## src/ocd_pkg.sv

```systemverilog
package ocd_pkg;

  // ----------------------------------------------------------------------
  // Register map
  // ----------------------------------------------------------------------
  localparam int          OCD_ADDR_W          = 12;
  localparam logic [11:0] OCD_OFS_UPDATE      = 12'h00f;
  localparam logic [11:0] OCD_OFS_CH1_DRIVE   = 12'h015;
  localparam logic [11:0] OCD_OFS_CH2_DIVIDE  = 12'h016;
  localparam logic [11:0] OCD_OFS_CH2_DRIVE   = 12'h017;
  localparam logic [11:0] OCD_OFS_CH3_DIVIDE  = 12'h018;

  // ----------------------------------------------------------------------
  // Field positions
  // ----------------------------------------------------------------------
  localparam int OCD_BIT_UPDATE      = 0;
  localparam int OCD_BIT_TRIM_HI     = 5;
  localparam int OCD_BIT_TRIM_LO     = 4;
  localparam int OCD_BIT_TERM        = 3;
  localparam int OCD_BIT_REGULATOR   = 2;
  localparam int OCD_BIT_DRIVER      = 1;
  localparam int OCD_BIT_DIV_CLEAR   = 0;

  // ----------------------------------------------------------------------
  // Reset values
  // ----------------------------------------------------------------------
  localparam logic [7:0] OCD_RST_DRIVE  = 8'h24;
  localparam logic [7:0] OCD_RST_DIVIDE = 8'h01;
  localparam logic [7:0] OCD_DIV_OFF    = 8'h00;
  localparam logic [7:0] OCD_RD_UNMAPPED = 8'h00;

  // Swing trim codes: 0.8 V, 0.9 V, 1.0 V, 1.1 V.
  localparam logic [1:0] OCD_TRIM_0V8 = 2'h0;
  localparam logic [1:0] OCD_TRIM_0V9 = 2'h1;
  localparam logic [1:0] OCD_TRIM_1V0 = 2'h2;
  localparam logic [1:0] OCD_TRIM_1V1 = 2'h3;

  // ----------------------------------------------------------------------
  // Carriers
  // ----------------------------------------------------------------------
  typedef struct packed {
    logic [1:0] swingTrim;
    logic       terminationOn;
    logic       regulatorOn;
    logic       driverOn;
  } ocd_drive_t;

  typedef struct packed {
    logic        write;
    logic        read;
    logic [11:0] addr;
    logic [7:0]  wdata;
  } ocd_req_t;

  typedef enum {OCD_DIV_IDLE, OCD_DIV_RUN} ocd_div_state_t;

  // Reserved bits 7:6 and the live clear bit 0 read back as zero.
  function automatic logic [7:0] ocd_drive_to_byte(input ocd_drive_t d);
    logic [7:0] b;
    b = 8'h00;
    b[OCD_BIT_TRIM_HI:OCD_BIT_TRIM_LO] = d.swingTrim;
    b[OCD_BIT_TERM]      = d.terminationOn;
    b[OCD_BIT_REGULATOR] = d.regulatorOn;
    b[OCD_BIT_DRIVER]    = d.driverOn;
    return b;
  endfunction

  function automatic ocd_drive_t ocd_byte_to_drive(input logic [7:0] b);
    ocd_drive_t d;
    d.swingTrim     = b[OCD_BIT_TRIM_HI:OCD_BIT_TRIM_LO];
    d.terminationOn = b[OCD_BIT_TERM];
    d.regulatorOn   = b[OCD_BIT_REGULATOR];
    d.driverOn      = b[OCD_BIT_DRIVER];
    return d;
  endfunction

endpackage

```

## src/ocd_regs.sv

```systemverilog
// Function
// - Swing trim in bits 5:4 selects 0.8 to 1.1 V, resets to 10.
// - Bit 3 enables on-chip termination, resets to 0.
// - Bit 2 enables regulator, resets 1; bit 1 enables driver, resets 0.
// - Writing 1 to bit 0 clears the channel divider; bit self-clears.
// - The divider clear acts at once, without the update strobe.
// - Divide-ratio code 0x01 to 0xff divides by that value.
// - Divide-ratio code zero disables the channel divider.
// - Divide-ratio registers reset to 0x01, dividing by one.
// - Buffered writes reach active controls only on update bit 0 write.
`timescale 1ns/1ps

module ocd_regs
  import ocd_pkg::*;
(
  // Clock and reset
  input  wire logic       mclk,
  input  wire logic       rst,
  // Register access from the serial control port deserialiser
  input  wire logic       regWrite,
  input  wire logic       regRead,
  input  wire logic [11:0] regAddr,
  input  wire logic [7:0] regWdata,
  output logic [7:0]      regRdata,
  output logic            regRdValid,
  // Divided VCO clock, one enable per edge to count
  input  wire logic       vcoTick,
  // Active driver settings
  output ocd_drive_t      ch1Drive,
  output ocd_drive_t      ch2Drive,
  // Divider clears for channels whose dividers sit elsewhere or here
  output logic            ch1DividerClear,
  output logic            ch2DividerClear,
  // Divided channel outputs
  output logic            ch2DivOut,
  output logic            ch3DivOut
);

  // ----------------------------------------------------------------------
  // Request capture
  // ----------------------------------------------------------------------
  ocd_req_t req;

  assign req.write = regWrite;
  assign req.read  = regRead;
  assign req.addr  = regAddr;
  assign req.wdata = regWdata;

  // ----------------------------------------------------------------------
  // Address decode
  // ----------------------------------------------------------------------
  wire logic hitUpdate  = (req.addr == OCD_OFS_UPDATE);
  wire logic hitCh1Drv  = (req.addr == OCD_OFS_CH1_DRIVE);
  wire logic hitCh2Div  = (req.addr == OCD_OFS_CH2_DIVIDE);
  wire logic hitCh2Drv  = (req.addr == OCD_OFS_CH2_DRIVE);
  wire logic hitCh3Div  = (req.addr == OCD_OFS_CH3_DIVIDE);

  wire logic wrUpdate   = req.write && hitUpdate;
  wire logic wrCh1Drv   = req.write && hitCh1Drv;
  wire logic wrCh2Div   = req.write && hitCh2Div;
  wire logic wrCh2Drv   = req.write && hitCh2Drv;
  wire logic wrCh3Div   = req.write && hitCh3Div;

  // The update bit is live: it is never stored, only acted upon.
  wire logic doUpdate   = wrUpdate && req.wdata[OCD_BIT_UPDATE];

  // ----------------------------------------------------------------------
  // Buffer registers, loaded by host writes
  // ----------------------------------------------------------------------
  ocd_drive_t ch1DriveBuf_r;
  ocd_drive_t ch2DriveBuf_r;
  logic [7:0] ch2DivideBuf_r;
  logic [7:0] ch3DivideBuf_r;

  // Reserved bits 7:6 are dropped; the host keeps them at zero.
  wire ocd_drive_t ch1DriveIn = ocd_byte_to_drive(req.wdata);
  wire ocd_drive_t ch2DriveIn = ocd_byte_to_drive(req.wdata);

  always_ff @(posedge mclk) begin
    if (rst) begin
      ch1DriveBuf_r  <= ocd_byte_to_drive(OCD_RST_DRIVE);
      ch2DriveBuf_r  <= ocd_byte_to_drive(OCD_RST_DRIVE);
      ch2DivideBuf_r <= OCD_RST_DIVIDE;
      ch3DivideBuf_r <= OCD_RST_DIVIDE;
    end else begin
      if (wrCh1Drv) begin
        ch1DriveBuf_r <= ch1DriveIn;
      end
      if (wrCh2Drv) begin
        ch2DriveBuf_r <= ch2DriveIn;
      end
      if (wrCh2Div) begin
        ch2DivideBuf_r <= req.wdata;
      end
      if (wrCh3Div) begin
        ch3DivideBuf_r <= req.wdata;
      end
    end
  end

  // ----------------------------------------------------------------------
  // Active control registers, loaded only by the update strobe
  // ----------------------------------------------------------------------
  logic [7:0] ch2Divide_r;
  logic [7:0] ch3Divide_r;

  always_ff @(posedge mclk) begin
    if (rst) begin
      ch1Drive    <= ocd_byte_to_drive(OCD_RST_DRIVE);
      ch2Drive    <= ocd_byte_to_drive(OCD_RST_DRIVE);
      ch2Divide_r <= OCD_RST_DIVIDE;
      ch3Divide_r <= OCD_RST_DIVIDE;
    end else if (doUpdate) begin
      ch1Drive    <= ch1DriveBuf_r;
      ch2Drive    <= ch2DriveBuf_r;
      ch2Divide_r <= ch2DivideBuf_r;
      ch3Divide_r <= ch3DivideBuf_r;
    end
  end

  // ----------------------------------------------------------------------
  // Live divider clears
  // ----------------------------------------------------------------------
  // The clear bypasses the buffer so that a host can realign phase
  // without an update; the same write still loads the other bits into the drive buffer.
  wire logic clr1Nxt = wrCh1Drv && req.wdata[OCD_BIT_DIV_CLEAR];
  wire logic clr2Nxt = wrCh2Drv && req.wdata[OCD_BIT_DIV_CLEAR];

  always_ff @(posedge mclk) begin
    if (rst) begin
      ch1DividerClear <= 1'b0;
      ch2DividerClear <= 1'b0;
    end else begin
      ch1DividerClear <= clr1Nxt;
      ch2DividerClear <= clr2Nxt;
    end
  end

  // ----------------------------------------------------------------------
  // Channel dividers
  // ----------------------------------------------------------------------
  // The channel 3 divider has no clear; its clear input is tied low.
  ocd_chan_divider u_ch2_div (
    .mclk        (mclk),
    .rst         (rst),
    .tick        (vcoTick),
    .divideValue (ch2Divide_r),
    .clear       (ch2DividerClear),
    .divOut      (ch2DivOut)
  );

  ocd_chan_divider u_ch3_div (
    .mclk        (mclk),
    .rst         (rst),
    .tick        (vcoTick),
    .divideValue (ch3Divide_r),
    .clear       (1'b0),
    .divOut      (ch3DivOut)
  );

  // ----------------------------------------------------------------------
  // Read-back
  // ----------------------------------------------------------------------
  // Reads show the buffer, which is what the host last wrote; the clear
  // and update bits always read as zero.
  wire logic [7:0] rdMux =
      hitCh1Drv ? ocd_drive_to_byte(ch1DriveBuf_r) :
      hitCh2Drv ? ocd_drive_to_byte(ch2DriveBuf_r) :
      hitCh2Div ? ch2DivideBuf_r :
      hitCh3Div ? ch3DivideBuf_r :
                  OCD_RD_UNMAPPED;

  always_ff @(posedge mclk) begin
    if (rst) begin
      regRdata   <= OCD_RD_UNMAPPED;
      regRdValid <= 1'b0;
    end else begin
      regRdValid <= req.read;
      if (req.read) begin
        regRdata <= rdMux;
      end
    end
  end

endmodule // ocd_regs

```

## src/ocd_chan_divider.sv

```systemverilog
`timescale 1ns/1ps

// ------------------------------------------------------------------------
// Channel divider: one output pulse every divideValue input ticks.
// ------------------------------------------------------------------------
module ocd_chan_divider
  import ocd_pkg::*;
(
  // Clock and reset
  input  wire logic       mclk,
  input  wire logic       rst,
  // Control
  input  wire logic       tick,
  input  wire logic [7:0] divideValue,
  input  wire logic       clear,
  // Result
  output logic            divOut
);

  ocd_div_state_t state_r;
  ocd_div_state_t state_nxt;
  logic [7:0]     count_r;
  logic [7:0]     count_nxt;
  logic           divOut_nxt;

  wire logic       divOff   = (divideValue == OCD_DIV_OFF);
  wire logic [7:0] lastCnt  = divideValue - 8'h01;
  wire logic       wrapNow  = tick && (count_r >= lastCnt);

  always_comb begin
    state_nxt  = state_r;
    count_nxt  = count_r;
    divOut_nxt = 1'b0;
    case (state_r)
      OCD_DIV_IDLE: begin
        count_nxt = 8'h00;
        if (!divOff) begin
          state_nxt = OCD_DIV_RUN;
        end
      end
      OCD_DIV_RUN: begin
        if (divOff) begin
          state_nxt = OCD_DIV_IDLE;
          count_nxt = 8'h00;
        end else if (wrapNow) begin
          count_nxt  = 8'h00;
          divOut_nxt = 1'b1;
        end else if (tick) begin
          count_nxt = count_r + 8'h01;
        end
      end
      default: begin
        state_nxt = OCD_DIV_IDLE;
        count_nxt = 8'h00;
      end
    endcase
    // A clear restarts the count so the phase is known once it ends.
    if (clear) begin
      state_nxt  = OCD_DIV_IDLE;
      count_nxt  = 8'h00;
      divOut_nxt = 1'b0;
    end
  end

  always_ff @(posedge mclk) begin
    if (rst) begin
      state_r <= OCD_DIV_IDLE;
      count_r <= 8'h00;
      divOut  <= 1'b0;
    end else begin
      state_r <= state_nxt;
      count_r <= count_nxt;
      divOut  <= divOut_nxt;
    end
  end

endmodule // ocd_chan_divider

```

## config.mk

```make
export PLATFORM = sky130hd
export DESIGN_NAME = ocd_regs
export DESIGN_NICKNAME = d
export VERILOG_FILES = /design/src/ocd_pkg.sv /design/src/ocd_regs.sv /design/src/ocd_chan_divider.sv
export SDC_FILE = /design/constraint.sdc
export NUM_CORES = 1
export LEC_CHECK = 0
export BUFFER_PORTS_ARGS = -buffer_cell sky130_fd_sc_hd__buf_2
export CORE_MARGIN = 3
export CORE_UTILIZATION = 63
export CTS_CLUSTER_SIZE = 10
export DETAILED_ROUTE_END_ITERATION = 10
export PLACE_DENSITY = 0.85
export SYNTH_ARGS = -nofsm -noshare
export SYNTH_HDL_FRONTEND = slang
export SYNTH_HIERARCHICAL = 1
export SYNTH_SLANG_ARGS = --single-unit
export TNS_END_PERCENT = 100
```

## constraint.sdc

```tcl
create_clock -name mclk -period 3.4 [get_ports mclk]
set_input_delay 0.34 -clock mclk [delete_from_list [all_inputs] [get_ports mclk]]
set_output_delay 0.34 -clock mclk [all_outputs]
set_load 0.005 [all_outputs]
```

After elaboration in Yosys (flattened, before gate mapping)
Cells that the tools add are included.
{"block": "op_classes", "add_sub_neg": 4, "mul": 0, "n_div": 0, "magnitude_cmp": 2, "n_eq_ne": 11, "n_shift": 0, "n_mux": 12, "bitwise": 2, "n_reduce_logical": 21}
{"operator": "32-bit 2-to-1 mux", "n": 4}
{"operator": "32-bit case mux with 2 select lines", "n": 2}
{"operator": "32-bit by 1-bit == test with 1-bit output, second input constant", "n": 2}
{"operator": "32-bit logical NOT", "n": 2}
{"operator": "12-bit by 5-bit == test with 1-bit output, second input constant", "n": 4}
{"operator": "8-bit 2-to-1 mux", "n": 4}
{"operator": "8-bit by 1-bit adder with 8-bit output, second input constant", "n": 2}
{"operator": "8-bit greater-or-equal comparator", "n": 2}
{"operator": "8-bit logical NOT", "n": 2}
{"operator": "8-bit by 1-bit subtractor with 8-bit output, second input constant", "n": 2}
{"operator": "12-bit by 4-bit == test with 1-bit output, second input constant", "n": 1}
{"operator": "1-bit logical AND", "n": 10}
{"operator": "4-bit OR reduction", "n": 2}
{"operator": "5-bit OR reduction", "n": 1}
{"operator": "2-bit by 1-bit != test with 1-bit output, second input constant", "n": 2}
{"operator": "2-bit != test, second input constant", "n": 2}
{"operator": "2-bit AND reduction", "n": 2}
{"operator": "3-bit OR reduction", "n": 1}
{"operator": "1-bit 2-to-1 mux", "n": 2}
{"operator": "1-bit inverter", "n": 2}
{"operator": "2-bit OR reduction", "n": 1}
{"block": "word_totals", "ff_bits": 145, "latchBits": 0, "ram_bits": 0, "rom_bits": 0, "inputBits": 25, "output_inout_bits": 23, "wordCells": 82, "mem_count": 0}

Logic depth before layout (Yosys ltp)
Gate-level depths: netlist of the first run.
{"block": "depth", "ltp_word": 5, "ltp_mapped": 10, "depth_no_buf": 10}

Cells and area by module
Netlist of the first run, hierarchy kept.
{"module": "ocd_regs", "instances": 1, "cells_per_inst": 292, "area_each_um2": 2620.0, "seq_area_each_um2": 1261.2}
{"module": "ocd_chan_divider", "instances": 2, "cells_per_inst": 82, "area_each_um2": 800.8, "seq_area_each_um2": 200.2}

Least setup slack after synthesis of the first run
OpenSTA, ideal clock, no wires.
{"block": "synth_timing", "kind": "register -> register", "from": "reg ch2Divide_r[5]", "to": "reg u_ch2_div.divOut", "setup_ns": 0.115, "arrival_time_ns": 1.954, "required_time_ns": 3.285, "slack_ns": 1.331, "path_stages_with_launch": 9, "n_path_buf": 0, "synth_period_minus_slack_ns": 2.069, "path_cell_list": "dfxtp_1 > nor3_2 > nand4_1 > xor2_1 > ha_1 > a21o_1 > a2bb2oi_1 > o31ai_4 > and2_1"}
{"block": "synth_via", "elab_chain_cells": 4, "word_cells_on_any_way": 6, "classes_between": "1 x add/sub; 1 x order compare; 1 x mux; 3 x reduce/logical"}
{"element": "start, declared", "line_no": "ocd_regs.sv:104", "text": "logic [7:0] ch2Divide_r;"}
{"element": "start signal, assigned", "line_no": "ocd_regs.sv:116", "text": "ch2Divide_r <= ch2DivideBuf_r;"}
{"element": "8-bit by 1-bit subtractor with 8-bit output", "line_no": "ocd_chan_divider.sv:27", "text": "wire logic [7:0] lastCnt = divideValue - 8'h01;"}
{"element": "8-bit greater-or-equal comparator", "line_no": "ocd_chan_divider.sv:28", "text": "wire logic wrapNow = tick && (count_r >= lastCnt);"}
{"element": "1-bit logical AND", "line_no": "ocd_chan_divider.sv:28"}
{"element": "1-bit 2-to-1 mux", "line_no": "ocd_chan_divider.sv:45", "text": "end else if (wrapNow) begin"}
{"element": "end signal, assigned", "line_no": "ocd_chan_divider.sv:73", "text": "divOut <= divOut_nxt;"}
{"element": "end, declared", "line_no": "ocd_chan_divider.sv:17", "text": "output logic divOut"}
Parallel ways exist; a longest one is shown, timed or not.
A chain may end at the register's enable or synchronous reset.

Worst setup path after layout of the first run
{"block": "layout_timing", "from": "reg ch2Divide_r[5]", "to": "reg u_ch2_div.count_r[7]"}
{"block": "layout_via", "elab_chain_cells": 4, "word_cells_on_any_way": 5, "classes_between": "1 x add/sub; 1 x order compare; 3 x reduce/logical"}
{"element": "8-bit by 1-bit subtractor with 8-bit output", "line_no": "ocd_chan_divider.sv:27"}
{"element": "8-bit greater-or-equal comparator", "line_no": "ocd_chan_divider.sv:28"}
{"element": "1-bit logical AND", "line_no": "ocd_chan_divider.sv:28"}
{"element": "5-bit OR reduction (no source line) (*)"}
{"element": "end signal, assigned", "line_no": "ocd_chan_divider.sv:72", "text": "count_r <= count_nxt;"}
{"element": "end, declared", "line_no": "ocd_chan_divider.sv:22", "text": "logic [7:0] count_r;"}
Mark *: on every way between the ends. The rest lies on a longest branch, timed or not.

==> results.py, run 1 <==
metrics = {
    "synth": {
        "yosysWarnings": 6,
        "synth_edf_count": 0,
        "synthesis.area_um2": 4220,
        "synth_cell_types": 59,
        "synth_cells": 456,
        "post_synth.cell_area_avg_um2": 9.26,
        "ys_seq_elements": 83,
        "synth-main-ff-cell": "dfxtp_1",
        "ys_seq_area_frac": 0.394,
        "async_flop_share": 0,
    },
    "sta": {
        "fin_ws_ns": 1.10,
        "timing.fmax_mhz": 434,
        "relSlewSlack": 0.393,
        "tns_ns": 0,
        "fin_skew_ns": 0.0102,
        "rsz0062_at_grt": "no",
        "setup_violations": 0,
        "tightestPinTransition_ns": 0.911,
        "fin_crit_sh": 0.677,
        "drv_slew": 0,
        "finalCriticalPeriod_ns": 2.30,
        "timing.final.hold_violations": 0,
    },
    "cells_and_area": {
        "fin_util": 0.729,
        "fillers": 501,
        "final_cell_mix": "83 x dfxtp_1, 64 x nand2_1, 47 x buf_2, 43 x nor2_1, 28 x a21oi_1",
        "synthToLayoutAreaGrowth_pct": 10.8,
        "drive_above_1_share": 0.190,
        "num-nets-final": 542,
        "layout_commonest_cell": "dfxtp_1",
        "antenna_cells": 0,
    },
    "placed_design": {
        "place_congestion": 0.881,
        "dp_slack_ns": 0.845,
        "io_buffers": 47,
        "hpwl_um": 6600,
    },
    "global_routing": {
        "grt_pass1_wl_um": 15100,
        "grt_pass1_vias": 3283,
        "grt_max_degree": 42,
        "grt_antenna_before_repair": 0,
        "grt_use_total": 0.250,
        "grt-ovfl-total": 0,
    },
    "power": {
        "p_seq_frac": 0.519,
        "combPwrFrac": 0.049,
        "power.switching_w": 0.000433,
        "p_int_w": 0.00145,
        "p_leak_nw": 1.88,
        "irDropWorstVdd_mv": 0.226,
        "sw_frac_of_total": 0.230,
        "powerDensity_nw_per_um2": 403,
        "pwr-share-clk": 0.431,
    },
    "route": {
        "via_per_inst": 5.95,
        "wl_per_cell_um": 15.5,
        "ant_nets": 0,
        "first_pass_iters": 5,
        "num_vias": 3432,
        "first_iter_violations": 204,
        "drc": 0,
        "drt_wl_total_um": 8930,
    },
    "die": {
        "die_h_um": 87.9,
        "fp.coreArea_um2": 6420,
        "io_pins": 48,
        "initial_core_util": 0.657,
        "die_x_um": 87.9,
        "rows": 29,
        "design.die.area_um2": 7720,
    },
    "run": {
        "maxCapViolations": 0,
    },
    "cts": {
        "ctsResizeCount": 0,
        "clk_path_buf_depth": 2,
        "path_clk_slew_ns": 0.08,
        "htree_num_levels": 3,
        "clock-root-buffer": "clkbuf_8",
        "cts.sinks": 83,
        "cts_setup_buffers": 0,
        "cts_tree": "built",
        "holdBufCountCts": 0,
        "clock_latency_ns": 0.36,
        "numCtsBuffers": 9,
    },
    "setup_path": {
        "worstPathMaxFanout": 9,
        "cp-start-kind": "register",
        "crit_path_end_kind": "register",
        "worstPathRequired_ns": 3.68,
        "setup.worst_path.class": "register to register",
        "worst_ep_arrival_time_ns": 2.58,
    },
    "min_path": {
        "hold_path_class": "primary input to register",
    },
    "status": {
        "status": "finished, final reports clean",
    },
}
## critical path: stages (launching register included)
cell and delay [ns]:
dfxtp_1 0.35, nor3_2 0.35, nand4_1 0.18, xor2_1 0.17
ha_1 0.33, a21o_1 0.20, a2bb2oi_1 0.25, o31ai_4 0.19
nor3b_2 0.21
## cell families after synthesis
logic type	synth area share
XOR/XNOR	0.0539
AND/OR/NAND/NOR	0.253
adder cells (fa/ha/maj)	0.0652
AO/OA/AOI/OAI	0.154
multiplexers	0.0379
other	0.000888
buffers and inverters	0.0406
flip-flops	0.394
## path summary, 6_finish.rpt
kind	startpoint	endpoint	slack, ns	cells after the start
max	ch2Divide_r[5]$_SDFFE_PP0P_	u_ch2_div/count_r[7]$_SDFFE_PP0P_	1.10	8
min	regWdata[7]	ch2DivideBuf_r[7]$_SDFFE_PP0P_	0.25	3
max reg2reg	ch2Divide_r[5]$_SDFFE_PP0P_	u_ch2_div/count_r[7]$_SDFFE_PP0P_	1.10	8
min reg2reg	regRdata[6]$_SDFFE_PP0P_	regRdata[6]$_SDFFE_PP0P_	0.45	2
## cell usage after synthesis, drive strengths merged (2+ instances only)
cell	count	area (um2)
o31ai	2	42.5
inv	10	37.5
nor2b	4	25.0
o21ai	9	45.0
and2	2	12.5
nand3	12	85.1
nor3b	13	148
a2bb2oi	2	17.5
xnor2	20	175
or4	4	33.8
nor4	6	73.8
nor3	12	70.1
nor2	45	174
nand4	8	56.3
a31oi	6	80.1
ha	22	275
o211ai	2	15.0
or4b	2	20.0
o32ai	2	17.5
a211o	8	70.1
and3	4	25.0
clkbuf	12	45.0
a21oi	28	140
a221oi	3	26.3
dfxtp	83	1660
mux2i	16	160
a311oi	2	17.5
a22oi	5	37.5
or3b	2	17.5
o21bai	6	45.0
xor2	6	52.6
buf	11	88.8
nor4b	2	23.8
nand2	64	240
a21o	2	15.0
a22o	5	43.8
nand2b	6	37.5
## area by class of cell
class / instances / area, um2 / area share
clock buffers: 10 / 138 / 0.0294
inverters: 10 / 37.5 / 0.00802
well taps: 77 / 96.3 / 0.0206
repair buffers: 50 / 258 / 0.0551
flip-flops and latches: 83 / 1660 / 0.355
clock inverters: 6 / 96.3 / 0.0206
multi-input cells: 341 / 2390 / 0.511
## power groups by stage
stage	clock [W]	combinational, W	sequential (W)
floorplan	0	0.0000593	0.00100
global placement	0	0.0000901	0.00100
detailed placement	0	0.0000924	0.00100
CTS	0.000828	0.0000929	0.000978
global route	0.000873	0.000102	0.000979
finish	0.000813	0.0000932	0.000978
## registers in the layout, summed over array words and instances, names as in the netlist, 8 cells and up
| signal | cells |
|---|---|
| ch2DivideBuf_r | 8 |
| ch2Divide_r | 8 |
| ch3DivideBuf_r | 8 |
| ch3Divide_r | 8 |
| regRdata | 8 |
| u_ch2_div/count_r | 8 |
| u_ch3_div/count_r | 8 |
## through the flow
step           hold WS [ns]  instances  cell area, um2  total power [W]
4_1_cts               0.241        577            4680          0.00190
3_5_place_dp          0.438        561            4450          0.00109
2_1_floorplan         0.412        457            4230          0.00106
5_1_grt               0.253        577            4680          0.00195
6_report              0.255        577            4680          0.00188
3_3_place_gp          0.434        561            4450          0.00109
## metal layers
layer,vias up,global-route usage,share of wire
met5,-,0,0
met4,0,0.103,0.019
met3,18,0.0677,0.054
met2,117,0.429,0.50
met1,1600,0.294,0.42
li1,1697,-,-
Power figures use the tool's default switching activity.
==> run 2: changes to the inputs <==
ABC_AREA = 1   (was unset)
CORE_UTILIZATION = 53   (was 63)
PLACE_DENSITY = 0.76   (was 0.85)
clock period = 1.9 ns   (was 3.4 ns; I/O delays follow)
==> results.py, run 2 <==
metrics = {
    "run": {
        "maxCapViolations": 0,
    },
    "sta": {
        "fin_crit_sh": 1.00,
        "finalCriticalPeriod_ns": 1.91,
        "timing.final.hold_violations": 0,
        "rsz0062_at_grt": "yes",
        "setup_violations": 8,
        "fin_ws_ns": -0.00926,
        "fin_skew_ns": 0.00818,
        "timing.fmax_mhz": 524,
        "drv_slew": 0,
    },
    "status": {
        "violations": "setup timing",
        "status": "finished, violations left",
    },
    "synth": {
        "synth-main-ff-cell": "dfxtp_1",
        "ys_seq_elements": 83,
        "synthesis.area_um2": 4310,
        "ys_seq_area_frac": 0.385,
        "synth_cell_types": 37,
        "synth_edf_count": 0,
        "synth_area_leaders": "dfxtp_1 39%, nand2_1 7.6%, ha_1 6.4%",
        "synth_cells": 543,
        "async_flop_share": 0,
        "yosys.cell_count.top_type": "nand2_1",
        "synthTopCellsByCount": "87 x nand2_1, 83 x dfxtp_1, 70 x inv_1",
        "synth_top_cell_area_share": 0.385,
        "synth_nets": 590,
        "post_synth.cell_area_avg_um2": 7.94,
        "yosysTopAreaCell": "dfxtp_1",
        "yosysWarnings": 6,
    },
    "die": {
        "die_h_um": 96.2,
        "initial_core_util": 0.552,
        "rows": 32,
        "fp.coreArea_um2": 7810,
        "io_pins": 48,
        "design.die.area_um2": 9250,
        "die_x_um": 96.2,
    },
    "placed_design": {
        "hpwl_um": 7080,
        "io_buffers": 47,
        "place_inst": 684,
        "placed_cell_area_um2": 4650,
        "place_congestion": 0.943,
    },
    "global_routing": {
        "grt-ovfl-total": 0,
        "grt_pass1_wl_um": 15000,
        "grt_antenna_before_repair": 0,
        "grt_pass1_vias": 3422,
        "grt_max_degree": 29,
        "grt_use_total": 0.209,
    },
    "route": {
        "highest_layer": "met4",
        "wl_met1_um": 3950,
        "first_pass_iters": 4,
        "wl_met3_um": 378,
        "ant_nets": 0,
        "wl_per_cell_um": 13.2,
        "wl_met2_um": 4660,
        "num_vias": 3613,
        "drc": 0,
        "first_iter_violations": 112,
        "drt_wl_total_um": 9260,
        "via_per_inst": 5.13,
    },
    "min_path": {
        "hold_path_class": "primary input to register",
    },
    "setup_path": {
        "r2r_slack_ns": -0.009,
        "worstPathMaxFanout": 8,
        "worstPathRequired_ns": 2.14,
        "setup.worst_path.class": "register to register",
        "crit_path_end_kind": "register",
        "cp-start-kind": "register",
        "worst_ep_arrival_time_ns": 2.15,
    },
    "cells_and_area": {
        "num-nets-final": 644,
        "synthToLayoutAreaGrowth_pct": 15.8,
        "layout_commonest_cell": "nand2_1",
        "fin_util": 0.640,
        "antenna_cells": 0,
        "drive_above_1_share": 0.264,
        "final_cell_mix": "85 x nand2_1, 75 x dfxtp_1, 67 x inv_1, 47 x buf_2, 42 x nor2_1",
        "layoutNonFillerInstCount": 704,
        "design_area_um2": 4990,
    },
    "cts": {
        "cts_tree": "built",
        "clk_path_buf_depth": 2,
        "htree_num_levels": 3,
        "clock_latency_ns": 0.35,
        "numCtsBuffers": 9,
        "clock-root-buffer": "clkbuf_8",
        "cts.sinks": 83,
        "holdBufCountCts": 0,
        "path_clk_slew_ns": 0.09,
    },
    "power": {
        "powerDensity_nw_per_um2": 611,
        "irDropWorstVdd_mv": 0.424,
        "p_leak_nw": 2.17,
    },
}
==> run 2: worst max-delay path: stages, from the launching register on <==
cell and delay, ns:
dfxtp_2 0.37, inv_2 0.07, ha_4 0.17, nand3_1 0.10, xor2_1 0.17, inv_1 0.06, ha_1 0.27, nand2_1 0.08
nor2_2 0.11, nand2_1 0.08, nand2_2 0.09, nand2_4 0.07, nand2_8 0.12, nor2_2 0.04
==> run 2: where the power goes <==
part / switching [W] / internal (W)
registers: 0.00000418 / 0.00174
logic: 0.000104 / 0.0000514
clock network: 0.000630 / 0.000518
==> run 2: logic make-up after synthesis <==
kind of cell             Yosys count  synth area share
multiplexers                       2           0.00464
flip-flops                        83             0.385
AO/OA/AOI/OAI                     96             0.123
other                              1          0.000870
adder cells (fa/ha/maj)           22            0.0639
AND/OR/NAND/NOR                  221             0.278
buffers and inverters             92            0.0909
XOR/XNOR                          26            0.0528
==> run 2: final timing paths <==
| path | to | cells past startpoint | start |
|---|---|---|---|
| setup reg to reg | u_ch2_div/count_r[1]$_SDFFE_PP0P_ | 13 | ch2Divide_r[1]$_SDFFE_PP0P_ |
| hold / removal | ch1DriveBuf_r[3]$_SDFFE_PP0P_ | 3 | regWdata[4] |
| setup / recovery | u_ch2_div/count_r[1]$_SDFFE_PP0P_ | 13 | ch2Divide_r[1]$_SDFFE_PP0P_ |
| hold reg to reg | regRdata[6]$_SDFFE_PP0P_ | 2 | regRdata[6]$_SDFFE_PP0P_ |
==> run 2: area by class of cell <==
cell class | count | area (um2)
fill | 682 | 2810
multi-input combinational | 368 | 2380
sequential | 83 | 1670
timing repair buffer | 60 | 349
inverter | 75 | 289
clock buffer | 11 | 141
tap | 102 | 128
clock inverter | 5 | 36.3
==> run 2: layer usage <==
metal,global-route usage,vias to the layer above
li1,-,1851
met1,0.244,1653
met2,0.362,85
met3,0.0461,24
met4,0.0912,0
met5,0,-
==> run 2: through the flow <==
stage / hold WS (ns) / worst slack, ns / total power, W / TNS, ns
2_1_floorplan: 0.320 / 0.113 / 0.00189 / 0
3_3_place_gp: 0.450 / 0.0395 / 0.00194 / 0
3_5_place_dp: 0.450 / -0.0509 / 0.00194 / -0.668
4_1_cts: 0.104 / -0.0108 / 0.00308 / -0.0108
5_1_grt: 0.142 / -0.137 / 0.00316 / -1.94
6_report: 0.126 / -0.00926 / 0.00305 / -0.0398
==> run 2: repair_timing <==
action / in CTS / in global routing
resized for setup: 16 / 17
buffers inserted: 4 / 0
endpoints found under the setup margin: 17 / 18
pin swaps: 12 / 14
hold endpoints to repair: 0 / 0
